<file path="config.mk">
export PLATFORM = sky130hd
export DESIGN_NAME = scev_unit
export DESIGN_NICKNAME = d
export VERILOG_FILES = /design/src/core/scev_pkg.sv /design/src/core/scev_flags.sv /design/src/core/scev_unit.sv
export VERILOG_INCLUDE_DIRS = /design/src /design/src/core
export SDC_FILE = /design/constraint.sdc
export NUM_CORES = 1
export LEC_CHECK = 0
export BUFFER_PORTS_ARGS = -buffer_cell sky130_fd_sc_hd__buf_2
export CORE_AREA = 2 2 105 107
export CTS_CLUSTER_SIZE = 10
export DETAILED_ROUTE_END_ITERATION = 16
export DIE_AREA = 0 0 107 109
export GPL_TIMING_DRIVEN = 0
export MAX_ROUTING_LAYER = met4
export PLACE_DENSITY = 0.75
export SETUP_SLACK_MARGIN = 0.3
export SYNTH_ARGS = -nofsm -noshare
export SYNTH_HDL_FRONTEND = slang
export SYNTH_SLANG_ARGS = --single-unit
</file>
<file path="constraint.sdc">
create_clock -name sys_clk -period 2.61 [get_ports sys_clk]
set_input_delay 0.1305 -clock sys_clk [delete_from_list [all_inputs] [get_ports sys_clk]]
set_output_delay 0.1305 -clock sys_clk [all_outputs]
set_load 0.01 [all_outputs]
</file>
<file path="src/core/scev_defs.svh">
// constants for the socket command and event unit
`ifndef SCEV_DEFS_SVH
`define SCEV_DEFS_SVH
// ==========================================================
// register offsets
`define SCEV_OFS_MODE 16'h4000
`define SCEV_OFS_CMD 16'h4001
`define SCEV_OFS_FLAGS 16'h4002
`define SCEV_OFS_STATE 16'h4003
`define SCEV_OFS_MASK 16'h402C
`define SCEV_OFS_SUMMARY 16'h0034
// ==========================================================
// command codes
`define SCEV_CMD_GRACEFUL_CLOSE 8'h08
`define SCEV_CMD_CLOSE 8'h10
`define SCEV_CMD_SEND 8'h20
`define SCEV_CMD_TX_FIXED_HW 8'h21
`define SCEV_CMD_KEEPALIVE 8'h22
`define SCEV_CMD_PPP_START 8'h23
`define SCEV_CMD_PPP_STOP 8'h24
`define SCEV_CMD_PPP_REQUEST 8'h25
`define SCEV_CMD_PPP_NAK 8'h26
`define SCEV_CMD_PPP_REJECT 8'h27
`define SCEV_CMD_RX_CONSUME 8'h40
// ==========================================================
// protocol modes
`define SCEV_MODE_TCP 4'h1
`define SCEV_MODE_UDP 4'h2
`define SCEV_MODE_IPRAW 4'h3
`define SCEV_MODE_MACRAW 4'h4
`define SCEV_MODE_PPPOE 4'h5
// ==========================================================
// state codes
`define SCEV_ST_IDLE 8'h00
`define SCEV_ST_OPENED_TCP 8'h13
`define SCEV_ST_CONNECTED 8'h17
`define SCEV_ST_CLOSE_WAIT 8'h1C
`define SCEV_ST_FIN_WAIT 8'h18
`define SCEV_ST_OPENED_UDP 8'h22
`define SCEV_ST_OPENED_IPRAW 8'h32
`define SCEV_ST_OPENED_MACRAW 8'h42
`define SCEV_ST_OPENED_PPPOE 8'h5F
// ==========================================================
// flag bit positions
`define SCEV_FLG_LINK_UP 0
`define SCEV_FLG_PEER_FIN 1
`define SCEV_FLG_RX_DATA 2
`define SCEV_FLG_TIMEOUT 3
`define SCEV_FLG_SEND_OK 4
`define SCEV_FLG_PPP_PHASE 5
`define SCEV_FLG_PPP_AUTH 6
`define SCEV_FLG_PPP_OPT 7
`define SCEV_RST_FLAGS 8'h00
`define SCEV_RST_MASK 8'hFF
`endif

</file>
<file path="src/core/scev_pkg.sv">
// types shared by the socket command and event unit
`include "scev_defs.svh"
package scev_pkg;
	// network events reported by the protocol engine, one cycle pulses
	typedef struct packed {
		logic peer_fin;
		logic peer_finack;
		logic peer_rst;
		logic link_up;
		logic rx_data;
		logic send_done;
		logic tcp_retry_expiry;
		logic arp_resolve_expiry;
		logic ppp_unsupported_opt;
		logic ppp_auth_fail;
		logic ppp_phase;
	} scev_event_type;
	// one-cycle actions asked of the protocol engine
	typedef struct packed {
		logic send_fin;
		logic send_data;
		logic skip_arp;
		logic send_keepalive;
		logic rx_consume;
		logic ppp_discovery;
		logic ppp_close;
		logic ppp_request;
		logic ppp_nak;
		logic ppp_reject;
	} scev_action_type;
endpackage : scev_pkg

</file>
<file path="src/core/scev_flags.sv">
// sticky socket event flags with mask and write-one-to-clear
`timescale 1ns/1ps
`default_nettype none
`include "scev_defs.svh"
module scev_flags
	import scev_pkg::*;
#(
	parameter int WIDTH = 8
) (
	input wire logic sys_clk,
	input wire logic rst,
	input wire logic [WIDTH-1:0] raw_event,
	input wire logic [WIDTH-1:0] mask,
	input wire logic clr_we,
	input wire logic [WIDTH-1:0] clr_bits,
	output logic [WIDTH-1:0] flags,
	output logic any_flag
);
	logic [WIDTH-1:0] flags_q;
	logic [WIDTH-1:0] set_w;
	logic [WIDTH-1:0] clr_w;

	assign set_w = raw_event & mask;
	assign clr_w = clr_we ? clr_bits : '0;

	// a set in the clearing cycle wins, so no event is lost
	always_ff @(posedge sys_clk) begin
		if (rst) begin
			flags_q <= WIDTH'(`SCEV_RST_FLAGS);
		end else begin
			flags_q <= (flags_q & ~clr_w) | set_w;
		end
	end

	assign flags = flags_q;
	assign any_flag = |flags_q;

	chk_masked_no_set: assert property (@(posedge sys_clk) disable iff (rst)
		(!flags_q[0] && !(raw_event[0] && mask[0])) |=> !flags_q[0])
		else $error("flag bit set without event");
	chk_w1c_clears: assert property (@(posedge sys_clk) disable iff (rst)
		(clr_we && clr_bits[1] && !set_w[1]) |=> !flags_q[1])
		else $error("written one did not clear flag");
	chk_w0_holds: assert property (@(posedge sys_clk) disable iff (rst)
		(clr_we && !clr_bits[2] && flags_q[2]) |=> flags_q[2])
		else $error("written zero cleared flag");
endmodule : scev_flags
`default_nettype wire

</file>
<file path="src/core/scev_unit.sv">
// socket command interpreter with state and event flags
//
// Added by the designer: the strobed register port.
`timescale 1ns/1ps
`default_nettype none
`include "scev_defs.svh"
//
// Contract
// graceful close in TCP sends FIN to the peer, server or client.
// after peer FIN, graceful close replies with our FIN.
// after graceful close, peer FIN/ACK moves state to idle.
// no peer reply: timeout sets flag bit 3 and closes the socket.
// close command goes idle at once with no FIN sent.
// peer reset at any time forces state to idle.
// reset instead of SYN/ACK while connecting fails and closes.
// send transmits all data between transmit read and write pointers.
// UDP only fixed-address send acts as send, skipping address resolution.
// TCP keep-alive sends one byte; no answer raises timeout.
// receive-consume frees receive space up to host read pointer.
// host issues PPPoE commands only to socket 0 in PPPoE mode.
// PPPoE start sends discovery; PPPoE stop closes the session.
// PPPoE 0x25 request, 0x26 nak, 0x27 reject messages.
// an event flag sets only when its event occurs and mask is one.
// writing one clears a flag; writing zero leaves it.
// all flags zero clears the socket bit of global summary.
// flag bits 7,6,5 only for socket 0 in PPPoE mode.
// flag bit 4 sets when send completes.
// flag bit 3 sets on address or retransmission timeout.
// flag bit 2 sets when a data packet arrives.
// flag bit 1 on peer FIN; bit 0 on connection established.
// mode codes TCP 1 to PPPoE 5; TCP open state 0x13.
// idle state code is 0x00, resources released.
// connected state 0x17; TCP send and consume only there; the code also takes them in close-wait 0x1C.
// command register reads zero once command is accepted.
// invalid commands for mode or socket are ignored.
module scev_unit
	import scev_pkg::*;
#(
	parameter int SOCKET_ID = 0,
	parameter int PTR_W = 16
) (
	input wire logic sys_clk,
	input wire logic rst,
	input wire logic [15:0] reg_addr,
	input wire logic [7:0] reg_wdata,
	input wire logic reg_we,
	input wire logic reg_re,
	output logic [7:0] reg_rdata,
	input wire scev_event_type net_event,
	input wire logic opened,
	input wire logic [PTR_W-1:0] tx_read_ptr,
	input wire logic [PTR_W-1:0] tx_write_ptr,
	input wire logic [PTR_W-1:0] rx_read_ptr,
	output scev_action_type action,
	output logic [PTR_W-1:0] tx_len,
	output logic [PTR_W-1:0] rx_free_to,
	output logic [7:0] socket_state,
	output logic summary_bit
);
	// ==========================================================
	// registers
	logic [3:0] mode_q;
	logic [7:0] mask_q;
	logic [7:0] cmd_q;
	logic [7:0] state_q;
	logic fin_rcvd_q;
	logic [7:0] flags_w;
	logic any_w;
	logic [7:0] raw_w;
	logic cmd_valid_w;
	logic is_tcp_w;
	logic is_udp_w;
	logic is_ppp_w;
	logic connected_w;
	scev_action_type action_d;

	function automatic logic hit(input logic [15:0] a, input logic [15:0] ofs);
		hit = (a == ofs);
	endfunction : hit

	// the open state follows the mode; an unknown mode stays idle so later commands are refused
	function automatic logic [7:0] open_code(input logic [3:0] m);
		case (m)
			`SCEV_MODE_TCP: open_code = `SCEV_ST_OPENED_TCP;
			`SCEV_MODE_UDP: open_code = `SCEV_ST_OPENED_UDP;
			`SCEV_MODE_IPRAW: open_code = `SCEV_ST_OPENED_IPRAW;
			`SCEV_MODE_MACRAW: open_code = `SCEV_ST_OPENED_MACRAW;
			`SCEV_MODE_PPPOE: open_code = `SCEV_ST_OPENED_PPPOE;
			default: open_code = `SCEV_ST_IDLE;
		endcase
	endfunction : open_code

	assign is_tcp_w = (mode_q == `SCEV_MODE_TCP);
	assign is_udp_w = (mode_q == `SCEV_MODE_UDP);
	assign is_ppp_w = (mode_q == `SCEV_MODE_PPPOE) && (SOCKET_ID == 0);
	assign connected_w = (state_q == `SCEV_ST_CONNECTED) || (state_q == `SCEV_ST_CLOSE_WAIT);

	always_ff @(posedge sys_clk) begin
		if (rst) begin
			mode_q <= 4'h0;
		end else if (reg_we && hit(reg_addr, `SCEV_OFS_MODE)) begin
			mode_q <= reg_wdata[3:0];
		end
	end

	always_ff @(posedge sys_clk) begin
		if (rst) begin
			mask_q <= `SCEV_RST_MASK;
		end else if (reg_we && hit(reg_addr, `SCEV_OFS_MASK)) begin
			mask_q <= reg_wdata;
		end
	end

	// ==========================================================
	// command decode: taken one cycle after the write
	always_comb begin
		action_d = '0;
		cmd_valid_w = 1'b0;
		case (cmd_q)
			`SCEV_CMD_GRACEFUL_CLOSE: begin
				cmd_valid_w = is_tcp_w && connected_w;
				action_d.send_fin = cmd_valid_w;
			end
			`SCEV_CMD_CLOSE: begin
				cmd_valid_w = 1'b1;
			end
			`SCEV_CMD_SEND: begin
				cmd_valid_w = is_tcp_w ? connected_w : (state_q != `SCEV_ST_IDLE);
				action_d.send_data = cmd_valid_w;
			end
			`SCEV_CMD_TX_FIXED_HW: begin
				cmd_valid_w = is_udp_w && (state_q != `SCEV_ST_IDLE);
				action_d.send_data = cmd_valid_w;
				action_d.skip_arp = cmd_valid_w;
			end
			`SCEV_CMD_KEEPALIVE: begin
				cmd_valid_w = is_tcp_w && connected_w;
				action_d.send_keepalive = cmd_valid_w;
			end
			`SCEV_CMD_RX_CONSUME: begin
				cmd_valid_w = is_tcp_w ? connected_w : (state_q != `SCEV_ST_IDLE);
				action_d.rx_consume = cmd_valid_w;
			end
			`SCEV_CMD_PPP_START: begin
				cmd_valid_w = is_ppp_w;
				action_d.ppp_discovery = cmd_valid_w;
			end
			`SCEV_CMD_PPP_STOP: begin
				cmd_valid_w = is_ppp_w;
				action_d.ppp_close = cmd_valid_w;
			end
			`SCEV_CMD_PPP_REQUEST: begin
				cmd_valid_w = is_ppp_w;
				action_d.ppp_request = cmd_valid_w;
			end
			`SCEV_CMD_PPP_NAK: begin
				cmd_valid_w = is_ppp_w;
				action_d.ppp_nak = cmd_valid_w;
			end
			`SCEV_CMD_PPP_REJECT: begin
				cmd_valid_w = is_ppp_w;
				action_d.ppp_reject = cmd_valid_w;
			end
			default: begin
				cmd_valid_w = 1'b0;
			end
		endcase
	end

	// command clears to zero after one cycle whether taken or not
	always_ff @(posedge sys_clk) begin
		if (rst) begin
			cmd_q <= 8'h00;
		end else if (reg_we && hit(reg_addr, `SCEV_OFS_CMD)) begin
			cmd_q <= reg_wdata;
		end else begin
			cmd_q <= 8'h00;
		end
	end

	always_ff @(posedge sys_clk) begin
		if (rst) begin
			action <= '0;
		end else begin
			action <= action_d;
		end
	end

	// snapshot pointers for the engine; a send moves everything queued
	always_ff @(posedge sys_clk) begin
		if (rst) begin
			tx_len <= '0;
			rx_free_to <= '0;
		end else begin
			if (action_d.send_data) begin
				tx_len <= PTR_W'(tx_write_ptr - tx_read_ptr);
			end
			if (action_d.rx_consume) begin
				rx_free_to <= rx_read_ptr;
			end
		end
	end

	// ==========================================================
	// socket state
	always_ff @(posedge sys_clk) begin
		if (rst) begin
			state_q <= `SCEV_ST_IDLE;
			fin_rcvd_q <= 1'b0;
		end else begin
			if (net_event.peer_rst || net_event.tcp_retry_expiry || net_event.arp_resolve_expiry) begin
				state_q <= `SCEV_ST_IDLE;
				fin_rcvd_q <= 1'b0;
			end else if (cmd_q == `SCEV_CMD_CLOSE) begin
				state_q <= `SCEV_ST_IDLE;
				fin_rcvd_q <= 1'b0;
			end else if (action_d.send_fin) begin
				state_q <= `SCEV_ST_FIN_WAIT;
			end else if (net_event.peer_finack && state_q == `SCEV_ST_FIN_WAIT) begin
				state_q <= `SCEV_ST_IDLE;
				fin_rcvd_q <= 1'b0;
			end else if (opened && state_q == `SCEV_ST_IDLE) begin
				// connectionless modes need a non-idle state before send is accepted
				state_q <= open_code(mode_q);
			end else if (net_event.link_up && is_tcp_w && state_q != `SCEV_ST_IDLE) begin
				state_q <= `SCEV_ST_CONNECTED;
			end else if (net_event.peer_fin && state_q == `SCEV_ST_CONNECTED) begin
				state_q <= `SCEV_ST_CLOSE_WAIT;
				fin_rcvd_q <= 1'b1;
			end
		end
	end

	// ==========================================================
	// events and flags
	always_comb begin
		raw_w = 8'h00;
		raw_w[`SCEV_FLG_LINK_UP] = net_event.link_up;
		raw_w[`SCEV_FLG_PEER_FIN] = net_event.peer_fin;
		raw_w[`SCEV_FLG_RX_DATA] = net_event.rx_data;
		raw_w[`SCEV_FLG_TIMEOUT] = net_event.tcp_retry_expiry || net_event.arp_resolve_expiry;
		raw_w[`SCEV_FLG_SEND_OK] = net_event.send_done;
		raw_w[`SCEV_FLG_PPP_PHASE] = net_event.ppp_phase && is_ppp_w;
		raw_w[`SCEV_FLG_PPP_AUTH] = net_event.ppp_auth_fail && is_ppp_w;
		raw_w[`SCEV_FLG_PPP_OPT] = net_event.ppp_unsupported_opt && is_ppp_w;
	end

	scev_flags #(
		.WIDTH(8)
	) u_flags (
		.sys_clk(sys_clk),
		.rst(rst),
		.raw_event(raw_w),
		.mask(mask_q),
		.clr_we(reg_we && hit(reg_addr, `SCEV_OFS_FLAGS)),
		.clr_bits(reg_wdata),
		.flags(flags_w),
		.any_flag(any_w)
	);

	assign summary_bit = any_w;
	assign socket_state = state_q;

	// ==========================================================
	// read port: data in the cycle after the strobe
	always_ff @(posedge sys_clk) begin
		if (rst) begin
			reg_rdata <= 8'h00;
		end else if (reg_re) begin
			case (reg_addr)
				`SCEV_OFS_MODE: reg_rdata <= {4'h0, mode_q};
				`SCEV_OFS_CMD: reg_rdata <= cmd_q;
				`SCEV_OFS_FLAGS: reg_rdata <= flags_w;
				`SCEV_OFS_STATE: reg_rdata <= state_q;
				`SCEV_OFS_MASK: reg_rdata <= mask_q;
				`SCEV_OFS_SUMMARY: reg_rdata <= {7'h00, any_w};
				default: reg_rdata <= 8'h00;
			endcase
		end else begin
			reg_rdata <= 8'h00;
		end
	end

	// ==========================================================
	// checks
	chk_close_to_idle: assert property (@(posedge sys_clk) disable iff (rst)
		(cmd_q == `SCEV_CMD_CLOSE) |=> (state_q == `SCEV_ST_IDLE) && !action.send_fin)
		else $error("close did not go idle");
	chk_rst_to_idle: assert property (@(posedge sys_clk) disable iff (rst)
		net_event.peer_rst |=> state_q == `SCEV_ST_IDLE)
		else $error("peer reset did not close");
	chk_timeout_close: assert property (@(posedge sys_clk) disable iff (rst)
		(net_event.tcp_retry_expiry && mask_q[3]) |=> (state_q == `SCEV_ST_IDLE) && flags_w[3])
		else $error("timeout missed");
	chk_fin_sent: assert property (@(posedge sys_clk) disable iff (rst)
		(cmd_q == `SCEV_CMD_GRACEFUL_CLOSE && is_tcp_w && connected_w && !net_event.peer_rst) |=> action.send_fin)
		else $error("no FIN on graceful close");
	chk_finack_idle: assert property (@(posedge sys_clk) disable iff (rst)
		(state_q == `SCEV_ST_FIN_WAIT && net_event.peer_finack) |=> state_q == `SCEV_ST_IDLE)
		else $error("FIN/ACK did not close");
	chk_cmd_zeroed: assert property (@(posedge sys_clk) disable iff (rst)
		(cmd_q != 8'h00 && !reg_we) |=> cmd_q == 8'h00)
		else $error("command not zeroed");
	chk_ppp_gated: assert property (@(posedge sys_clk) disable iff (rst)
		!is_ppp_w |=> !action.ppp_discovery && !action.ppp_request)
		else $error("ppp action outside PPPoE");
	chk_summary_clear: assert property (@(posedge sys_clk) disable iff (rst)
		(flags_w == 8'h00) |-> !summary_bit)
		else $error("summary not cleared");
	chk_send_len: assert property (@(posedge sys_clk) disable iff (rst)
		action_d.send_data |=> tx_len == PTR_W'($past(tx_write_ptr) - $past(tx_read_ptr)))
		else $error("send length wrong");
	// the priority guards mirror the state process so a coinciding close or reset does not fire these
	chk_open_tcp: assert property (@(posedge sys_clk) disable iff (rst)
		(opened && is_tcp_w && state_q == `SCEV_ST_IDLE && cmd_q != `SCEV_CMD_CLOSE && !net_event.peer_rst &&
		!net_event.tcp_retry_expiry && !net_event.arp_resolve_expiry) |=> state_q == `SCEV_ST_OPENED_TCP)
		else $error("TCP open state wrong");
	chk_link_connect: assert property (@(posedge sys_clk) disable iff (rst)
		(net_event.link_up && is_tcp_w && state_q == `SCEV_ST_OPENED_TCP && cmd_q != `SCEV_CMD_CLOSE &&
		!net_event.peer_rst && !net_event.tcp_retry_expiry && !net_event.arp_resolve_expiry) |=> connected_w)
		else $error("link up did not connect");
	chk_send_gated: assert property (@(posedge sys_clk) disable iff (rst)
		(cmd_q == `SCEV_CMD_SEND && is_tcp_w && !connected_w) |=> !action.send_data)
		else $error("send taken while not connected");
	chk_fixed_hw_udp: assert property (@(posedge sys_clk) disable iff (rst)
		(cmd_q == `SCEV_CMD_TX_FIXED_HW && !is_udp_w) |=> !action.skip_arp && !action.send_data)
		else $error("fixed address send outside UDP");
	chk_rx_free: assert property (@(posedge sys_clk) disable iff (rst)
		action_d.rx_consume |=> rx_free_to == $past(rx_read_ptr))
		else $error("receive pointer not taken");
	chk_ppp_flags: assert property (@(posedge sys_clk) disable iff (rst)
		(!is_ppp_w && !flags_w[`SCEV_FLG_PPP_OPT]) |=> !flags_w[`SCEV_FLG_PPP_OPT])
		else $error("ppp flag outside PPPoE");
	chk_arp_flag: assert property (@(posedge sys_clk) disable iff (rst)
		(net_event.arp_resolve_expiry && mask_q[`SCEV_FLG_TIMEOUT]) |=> flags_w[`SCEV_FLG_TIMEOUT])
		else $error("address timeout not flagged");
	chk_send_ok_flag: assert property (@(posedge sys_clk) disable iff (rst)
		(net_event.send_done && mask_q[`SCEV_FLG_SEND_OK]) |=> flags_w[`SCEV_FLG_SEND_OK])
		else $error("send completion not flagged");
	cov_graceful: cover property (@(posedge sys_clk) action.send_fin ##[1:20] state_q == `SCEV_ST_IDLE);
	cov_send: cover property (@(posedge sys_clk) action.send_data ##[1:20] flags_w[4]);
	cov_ppp: cover property (@(posedge sys_clk) action.ppp_discovery);
	cov_passive: cover property (@(posedge sys_clk) state_q == `SCEV_ST_CLOSE_WAIT ##1 action.send_fin);
endmodule : scev_unit
`default_nettype wire

</file>
Yosys cells after proc, flatten, opt, wreduce, memory -nomap -nowiden
Cells that the tools add are included.
- register bits after elaboration: 86
- bits of input ports: 88
- logic and storage cells: 104
- $add $sub $neg: 1
- equal/unequal tests: 25
- muxes and demuxes: 12
- bitwise operators: 13
- reduce and logical (&&, ||, !) cells: 34
- operator list (kind ; number):
    $eq 16x15->1 const B ; 5
    $eq 8x6->1 const B ; 8
    $pmux 8 s6 ; 1
    $pmux 7 s5 ; 1
    $eq 8x5->1 const B ; 4
    $mux 8 ; 4
    $reduce_or 2->1 ; 9
    $and 8x8->8 ; 2
    $eq 16x6->1 const B ; 1
    $sub 16x16->16 ; 1
    $logic_and 1x1->1 ; 14
    $mux 5 ; 2
    $not 1->1 ; 9
    $eq 4x2->1 const B ; 2
    $eq 4x3->1 const B ; 2
    $eq 8x4->1 const B ; 1
    $eq 8x7->1 const B ; 1
    $logic_not 8->1 ; 1
    $not 8->8 ; 1
    $or 8x8->8 ; 1
    $reduce_bool 8->1 ; 1
    $reduce_or 8->1 ; 1
    $reduce_bool 5->1 ; 1
    $reduce_or 5->1 ; 1
    other kinds (6) ; 11

Depth between registers and ports, before layout
Gate-level depths: netlist of the first run.
- depth after elaboration: 7
- mapped depth: 9

By module
Synthesis of the first run repeated with hierarchy kept, for this count alone.
- cells, all modules: 511
- area total of the unflattened synthesis: 4445.5 sq um
- by module, submodules not included (module ; instances ; cells an instance ; area an instance (sq um) ; sequential area each (sq um)):
    scev_unit ; 1 ; 474 ; 4072.7 ; 1541.5
    scev_flags ; 1 ; 37 ; 372.9 ; 160.2

Worst setup path after synthesis of the first run
No wires, ideal clock.
- path kind: register -> register
- start point: reg mode_q[2]
- end point: reg rx_free_to[10]
- library setup time: 0.128 ns
- arrival: 2.046 ns
- data required time: 2.482 ns
- slack: 0.436 ns
- cell stages (with the launch flop): 8
- buffers on the path: 2
- clock period less this slack: 2.174 ns
- cells stage by stage: dfxtp_1 -> buf_6 -> nor4b_4 -> o211ai_4 -> a2111oi_4 -> buf_8 -> mux2i_1 -> nor2_1
- longest elaborated chain between the ends: 3
- RTL lines (element ; RTL line ; RTL):
    start: declaration ; scev_unit.sv:62 ; logic [3:0] mode_q;
    start signal: assignment ; scev_unit.sv:102 ; mode_q <= reg_wdata[3:0];
    $eq 4x1->1 ; -- ;
    $mux 1 ; scev_unit.sv:141 ; cmd_valid_w = is_tcp_w ? connected_w : (state_q != `SCEV_ST_IDLE);
    $mux 1 ; scev_unit.sv:119 ; case (cmd_q)
    end signal: assignment ; scev_unit.sv:199 ; rx_free_to <= rx_read_ptr;
    end: declaration ; scev_unit.sv:56 ; output logic [PTR_W-1:0] rx_free_to,
No other way between the ends.
A chain may end at the register's enable or synchronous reset.

Final worst setup path of the first run
- start point: reg mode_q[2]
- end point: reg rx_free_to[1]
The elaborated chain is that of the path after synthesis.

==> run metrics, run 1 <==
kind of path behind the tightest hold check=input pin to flip-flop; count of distinct cell types in the synthesized netlist=76; Syn Std Cell Area=0.004519 mm²; slew at the pin with the worst max-slew slack=0.8953 ns; share of synthesized registers carrying an async set or reset=0%; Critical Path RT=around 2.8 ns; global-route wire length before repair=between 20000 and 25000 µm; end of the worst register-to-register path=rx_free_to[1]$_SDFFE_PP0P_; share of layout cells above drive strength 1=29.33%; Via Count=4623; hold_sp=rx_read_ptr[8]; WHS Path Cells=3; reg-to-reg startpoint=mode_q[2]$_SDFFE_PP0P_; Iter 0 DRT Violations=about 290; critical path start-end classification=flip-flop to flip-flop; final hold viol count=0; library cell used as clock root buffer=sky130_fd_sc_hd__clkbuf_8; cell area after placement=about 0.0054 mm²; highest clock rate=460.5 MHz; detailed-router iteration count before antenna repair=5; post-synthesis to final-layout area growth=26.88%; total routing usage reported by global routing=a little under a quarter; sequential standard cell area=0.001704 mm²; area taken by multi-input logic gates=approximately 0.0027 mm²; core region area=roughly 0.011 mm²; final number of setup-violating endpoints=0; initial antenna violation count=0; vias per cell=roughly 5.6; cells after synthesis=515; worst relative slew slack=about 40%; synthesized net count=about 620; die extent in x=around 110 µm; post-CTS clock slew at the launch and capture registers of the worst setup and hold paths=~0.080 ns; insertion delay to the later sink of the worst-skew pair=~0.37 ns; crit path time final=roughly 2.2 ns; Ys Warns=0; run status=finished, final reports clean; Max clock buf depth=2; Port-buffer cells=between 100 and 150; largest net degree at the start of global routing=14; worst vdd ir=0.2775 mV; antenna diode count=0; unrepaired setup endpoints after global routing=true; commonest non-fill, non-tap cells in the layout=sky130_fd_sc_hd__buf_2 (144), sky130_fd_sc_hd__dfxtp_1 (83), sky130_fd_sc_hd__nand2_1 (45), sky130_fd_sc_hd__nor2_1 (43), sky130_fd_sc_hd__a21oi_1 (36); most common cell after layout, fill and taps aside=sky130_fd_sc_hd__buf_2; I/O pins=147; starting density of the core=between 40% and 50%; final wirelength=13140 µm; clock tree from TritonCTS=done; EDFF count, synth=0; Num CTS Buffers=9; Worst R2R Setup Slack=0.44 ns; number of levels in the clock H-tree=3; total power divided by cell area=roughly 460 mW/mm²; vertical extent of the die=approximately 110 µm; launching element type of the critical path=flip-flop; fill cell instance count of the final layout=971; per-instance average area after synthesis=8.775 µm²; share of the cycle needed by the critical path after routing=83.21%; worst slack after detailed placement=around 0.012 ns; antenna viol nets, final=0; logic depth of the worst register-to-register path=8; setup_tns=0 ns; Final Max Tran Viols=0; FF+latch count, synth=85; number of nets in the finished design=around 780; critical path startpoint=mode_q[2]$_SDFFE_PP0P_; number of clock sinks=85; DIE AREA=roughly 0.012 mm²; kind of capture point of the worst setup path=flip-flop; final instance area=0.005734 mm²; endpoint arrival time on the critical path=~2.4 ns; post-route worst hold slack=roughly 0.016 ns; number of maximum-capacitance constraint violations=0; final worst clock skew=between 0.015 and 0.02 ns; vias in the first global route=around 4400; overflow left after global routing=0; Post-route DRC=0; destination of the worst hold path=rx_free_to[8]$_SDFFE_PP0P_; routability-driven placement congestion ratio=between 0.9 and 1; Site Rows=38; HPWL after detailed placement=approximately 10000 µm; maximum fanout count along the critical path=9; Seq/Total Area, Yosys=about 38%; leak pwr=roughly 2.4 nW; final worst setup slack=0.4382 ns; leading register cell type out of synthesis=sky130_fd_sc_hd__dfxtp_1; average detailed-routed wire length per instance=~16 µm
[critical path, cell delays in order, from the launching register on]
cell,delay (ns)
sky130_fd_sc_hd__dfxtp_1,0.31
sky130_fd_sc_hd__buf_6,0.13
sky130_fd_sc_hd__nor4b_4,0.33
sky130_fd_sc_hd__buf_4,0.21
sky130_fd_sc_hd__o211ai_4,0.13
sky130_fd_sc_hd__a2111oi_4,0.41
sky130_fd_sc_hd__buf_4,0.26
sky130_fd_sc_hd__mux2i_1,0.20
sky130_fd_sc_hd__nor2_1,0.06
[power breakdown]
| group | total (mW) | internal [mW] | switching (mW) | leakage (nW) |
|---|---|---|---|---|
| registers | 1.31 | 1.30 | 0.00630 | 0.687 |
| clock network | 0.948 | 0.467 | 0.481 | 0.0964 |
| logic | 0.372 | 0.160 | 0.212 | 1.65 |
[metal layers]
metal	track usage [%]	vias to the layer above	wire length (µm)
met3	3.527	33	1126
met2	38.13	230	6166
met1	28.85	2130	5542
met5	-	-	0
met4	9.647	0	302
li1	-	2230	-
[cells in the mapped netlist, types with 8 or more instances]
master / instances / share of area (%)
sky130_fd_sc_hd__dfxtp_1: 85 / 38
sky130_fd_sc_hd__nand2_1: 45 / 3.7
sky130_fd_sc_hd__nor2_1: 44 / 3.7
sky130_fd_sc_hd__a21oi_1: 36 / 4.0
sky130_fd_sc_hd__mux2i_1: 29 / 6.4
sky130_fd_sc_hd__inv_1: 27 / 2.2
sky130_fd_sc_hd__clkbuf_1: 21 / 1.7
sky130_fd_sc_hd__nand3_1: 20 / 2.2
sky130_fd_sc_hd__o21ai_0: 18 / 2.0
sky130_fd_sc_hd__ha_1: 15 / 4.2
sky130_fd_sc_hd__nor3_1: 13 / 1.4
sky130_fd_sc_hd__and2_1: 11 / 1.5
sky130_fd_sc_hd__a22oi_1: 8 / 1.3
sky130_fd_sc_hd__o211ai_1: 8 / 1.3
[what timing repair did]
action	4_1_cts	5_1_grt
pin swaps	2	2
gates resized for setup	8	5
endpoints found under the hold margin	4	0
buffers inserted	3	0
setup endpoints to repair	27	26
hold buffers	4	0
[cell families (layout without fill, tap and decap cells)]
group	Yosys count	after routing	share of synthesized area (%)
other	1	1	0.08298
adder cells (fa/ha/maj)	16	16	4.596
buffers and inverters	52	219	4.817
XOR/XNOR	2	2	0.3877
multiplexers	33	33	8.499
AND/OR/NAND/NOR	193	193	22.87
flip-flops	85	85	37.65
AO/OA/AOI/OAI	133	133	21.10
[worst max path at each step]
stage / to / slack [ns] / depth (start not counted)
2_1_floorplan: rx_free_to[10]$_SDFFE_PP0P_ / 0.44 / 7
3_3_place_gp: rx_free_to[8]$_SDFFE_PP0P_ / 0.07 / 6
3_5_place_dp: rx_free_to[14]$_SDFFE_PP0P_ / 0.01 / 6
4_1_cts: tx_len[3]$_SDFFE_PP0P_ / 0.37 / 6
5_1_grt: rx_free_to[3]$_SDFFE_PP0P_ / 0.29 / 8
6_report: rx_free_to[1]$_SDFFE_PP0P_ / 0.44 / 8
[cell type report]
class                   count  area share (%)
clock inverters             4          0.8292
plain buffers              24           1.986
well taps                 140           3.055
repair buffers            151           13.66
clock buffers              12           2.531
multi-input cells         378           46.39
inverters                  28           1.833
flip-flops and latches     85           29.72
[per-stage QoR]
stage / utilization (%) / total power [mW] / instances
after floorplan: - / 1.558 / 515
after global placement: 51.07 / 1.688 / 799
after detailed placement: 51.07 / 1.696 / 799
after CTS: 53.85 / 2.635 / 822
after global routing: 54.08 / 2.747 / 822
final: 54.08 / 2.627 / 822
[flip-flops by register name, indices dropped and copies added, names as in the netlist]
| name | cells |
|---|---|
| cmd_q | 8 |
| reg_rdata | 8 |
| mode_q | 4 |
| u_flags.flags | 8 |
| tx_len | 16 |
| rx_free_to | 16 |
| action | 10 |
| mask_q | 8 |
| socket_state | 7 |
No activity file was read; power rests on OpenSTA's default activity.
==> run 2: changes to the inputs <==
- ABC_AREA: default -> 1
- CORE_AREA: 2 2 105 107 -> 2 2 108 110
- DIE_AREA: 0 0 107 109 -> 0 0 110 112
- PLACE_DENSITY: 0.75 -> 0.77
- clock period: 2.61 -> 1.86 ns (I/O delays scaled with it)
==> run 2 against run 1 <==
Compared with the run above:
- synthesized cell count increased by 44%
- clock-buffer cell count unchanged
- highest routed layer unchanged
- combinational power rose by 47%
==> run metrics, run 2 <==
Post-route DRC=0 (unchanged); average detailed-routed wire length per instance=12.84 µm (-20%); highest clock rate=657.4 MHz (+43%); maximum cell stage delay along the critical path=0.32 ns (-0.09 ns); antenna viol nets, final=0 (unchanged); largest net degree at the start of global routing=14 (unchanged); worst relative slew slack=57.34% (+17 points); top cell types by occurrence after synthesis=sky130_fd_sc_hd__nand2_1 (199), sky130_fd_sc_hd__inv_1 (117), sky130_fd_sc_hd__nor2_1 (93); area taken by multi-input logic gates=0.002778 mm² (+4.4%); final wirelength=13690 µm (+4.2%); vias in the first global route=4902 (+13%); share of synthesized registers carrying an async set or reset=0% (unchanged); library cell used as clock root buffer=sky130_fd_sc_hd__clkbuf_16; post-route worst hold slack=0.003608 ns (-0.01191 ns); library cell with the largest summed area after synthesis=sky130_fd_sc_hd__dfxtp_1; share of layout cells above drive strength 1=29.04% (-0.29 points); share of the cycle needed by the critical path after routing=81.78% (-1.4 points); Ys Warns=0 (unchanged); post-CTS clock slew at the launch and capture registers of the worst setup and hold paths=0.06 ns (-0.02 ns); leak pwr=3.383 nW (+39%); Yosys top cell area share=35.32% (-2.3 points); Syn Std Cell Area=0.004817 mm² (+6.6%); endpoint arrival time on the critical path=1.75 ns (-0.65 ns); unrepaired setup endpoints after global routing=true; per-instance average area after synthesis=6.475 µm² (-26%); total power divided by cell area=677.0 mW/mm² (+48%); launching element type of the critical path=flip-flop; number of nets in the finished design=1022 (+31%); detailed-router iteration count before antenna repair=5 (unchanged); leading register cell type out of synthesis=sky130_fd_sc_hd__dfxtp_1; DIE AREA=0.01232 mm² (+5.6%); most frequently used cell type in the post-synthesis netlist=sky130_fd_sc_hd__nand2_1; core region area=0.01117 mm² (+5.4%); setup_tns=0 ns (unchanged); post-synthesis to final-layout area growth=35.79%; die extent in x=110 µm (+2.8%); maximum fanout count along the critical path=9 (unchanged); clock tree from TritonCTS=done; Max clock buf depth=2 (unchanged); worst vdd ir=0.4900 mV (+77%); initial antenna violation count=0 (unchanged); fill cell instance count of the final layout=1045 (+7.6%); final worst clock skew=0.004548 ns (-0.01333 ns); global-route wire length before repair=21910 µm (+5.1%); Final Max Tran Viols=0 (unchanged); kind of capture point of the worst setup path=flip-flop; kind of path behind the tightest hold check=input pin to flip-flop; Via Count=5318 (+15%); I/O pins=147 (unchanged); sequential standard cell area=0.001737 mm² (+1.9%); most area-consuming cells after synthesis=sky130_fd_sc_hd__dfxtp_1 (35%), sky130_fd_sc_hd__nand2_1 (16%), sky130_fd_sc_hd__inv_1 (9.1%); number of clock sinks=85 (unchanged); Iter 0 DRT Violations=315 (+9.8%); placed cell count=1032 (+29%); number of maximum-capacitance constraint violations=0 (unchanged); crit path time final=1.521 ns (-0.6506 ns); Num CTS Buffers=9 (unchanged); Site Rows=39 (+2.6%); final hold viol count=0 (unchanged); cells along the critical path=inv_2, nand4_1, nor2_2, nand3_4, nand2_8, buf_12, inv_8, nor2_1, nor2_1; Seq/Total Area, Yosys=35.32% (-2.3 points); total routing usage reported by global routing=22.80% (-0.48 points); commonest non-fill, non-tap cells in the layout=sky130_fd_sc_hd__nand2_1 (186), sky130_fd_sc_hd__buf_2 (146), sky130_fd_sc_hd__inv_1 (110), sky130_fd_sc_hd__nor2_1 (78), sky130_fd_sc_hd__dfxtp_1 (71); synthesized net count=848 (+37%); slew at the pin with the worst max-slew slack=0.6399 ns (-0.2554 ns); Max stage delay cell, worst path=sky130_fd_sc_hd__dfxtp_2; critical path start-end classification=flip-flop to flip-flop; Port-buffer cells=145 (+0.69%); final number of setup-violating endpoints=0 (unchanged); insertion delay to the later sink of the worst-skew pair=0.34 ns (-0.03 ns); critical path startpoint=cmd_q[4]$_SDFF_PP0_; antenna diode count=0 (unchanged); number of levels in the clock H-tree=3 (unchanged); FF+latch count, synth=85 (unchanged); Critical Path RT=2.09 ns (-0.75 ns); count of distinct cell types in the synthesized netlist=36 (-53%); reg-to-reg startpoint=cmd_q[4]$_SDFF_PP0_; most common cell after layout, fill and taps aside=sky130_fd_sc_hd__nand2_1; Worst R2R Setup Slack=0.34 ns (-0.10 ns); HPWL after detailed placement=10240 µm (+2.5%); filler-free cell count of the finished design=1066 (+30%); vertical extent of the die=112 µm (+2.8%); run status=finished, final reports clean; cells after synthesis=744 (+44%); routability-driven placement congestion ratio=0.9223 (-2.5%); Top Registers=rx_free_to: 16 flops, tx_len: 16 flops, action: 10 flops; cell with the most instances on the worst path=sky130_fd_sc_hd__nor2_1; EDFF count, synth=0 (unchanged); overflow left after global routing=0 (unchanged); vias per cell=4.989 (-11%); hold_sp=rx_read_ptr[1]; starting density of the core=43.11% (+0.48 points)
run 2: cell types whose count changed in the layout (fill, tap and decap cells not counted), moves of 12 or more:
cell,before,now
sky130_fd_sc_hd__clkbuf_1,22,6
sky130_fd_sc_hd__nor2_4,1,13
sky130_fd_sc_hd__mux2i_1,29,0
sky130_fd_sc_hd__nand3_1,18,70
sky130_fd_sc_hd__inv_1,27,110
sky130_fd_sc_hd__nor2_1,43,78
sky130_fd_sc_hd__dfxtp_1,83,71
sky130_fd_sc_hd__nand2_1,45,186
run 2: where the power goes:
group / internal, mW / switching (mW) / total [mW]
sequential: 1.82 / 0.00853 / 1.83
combinational: 0.215 / 0.331 / 0.546
clock: 1.35 / 0.707 / 2.05
run 2: kinds of logic after synthesis:
family          count (synthesis)  share of synthesized area [%]
other cells                     1                        0.07785
simple gates                  416                          38.18
flops                          85                          35.32
buf+inv                       139                          11.74
xor+xnor                        8                          1.455
fa+ha+maj                      16                          4.312
compound gates                 79                          8.909
run 2: final timing paths:
check	end	cells past startpoint
worst max-delay path	tx_len[2]$_SDFFE_PP0P_	9
worst min-delay path	rx_free_to[1]$_SDFFE_PP0P_	3
worst max register to register	tx_len[2]$_SDFFE_PP0P_	9
worst min register to register	rx_free_to[15]$_SDFFE_PP0P_	2
run 2: area by class of cell:
type	instances	share of cell area, %
buffer	14	1.702
sequential	85	26.55
multi-input combinational	520	42.46
clock inverter	4	1.454
inverter	125	7.441
tap	143	2.735
timing repair buffer	163	13.89
clock buffer	12	3.768
run 2: timing repair:
| item | CTS | global route |
|---|---|---|
| hold buffers | 5 | 0 |
| pin swaps | 0 | 17 |
| resized for setup | 12 | 89 |
| endpoints found under the setup margin | 26 | 34 |
| cloned | 0 | 2 |
| endpoints found under the hold margin | 5 | 0 |
| buffers inserted | 0 | 11 |
run 2: routing by layer:
| layer | up-vias | part of all wire [%] | GRT usage, % |
|---|---|---|---|
| met5 | - | 0 | - |
| met4 | 0 | 3.6 | 10.63 |
| met3 | 49 | 7.4 | 3.279 |
| met2 | 231 | 49 | 38.45 |
| met1 | 2351 | 40 | 26.22 |
| li1 | 2687 | - | - |
run 2: per-stage QoR:
step	total power, mW	utilization [%]	setup slack [ns]	cell area (µm²)
after floorplan	2.201	-	0.3858	4817
after global placement	2.382	51.20	0.07240	5722
after detailed placement	2.388	51.20	0.06853	5722
after CTS	4.425	54.92	0.3155	6137
after global routing	4.602	58.54	0.2498	6541
final	4.428	58.54	0.3388	6541
run 2: critical path: cells and delay by family (launching register included):
family | cells | cell delay [ns]
buf+inv | 3 | 0.26
flops | 1 | 0.32
simple gates | 6 | 0.83
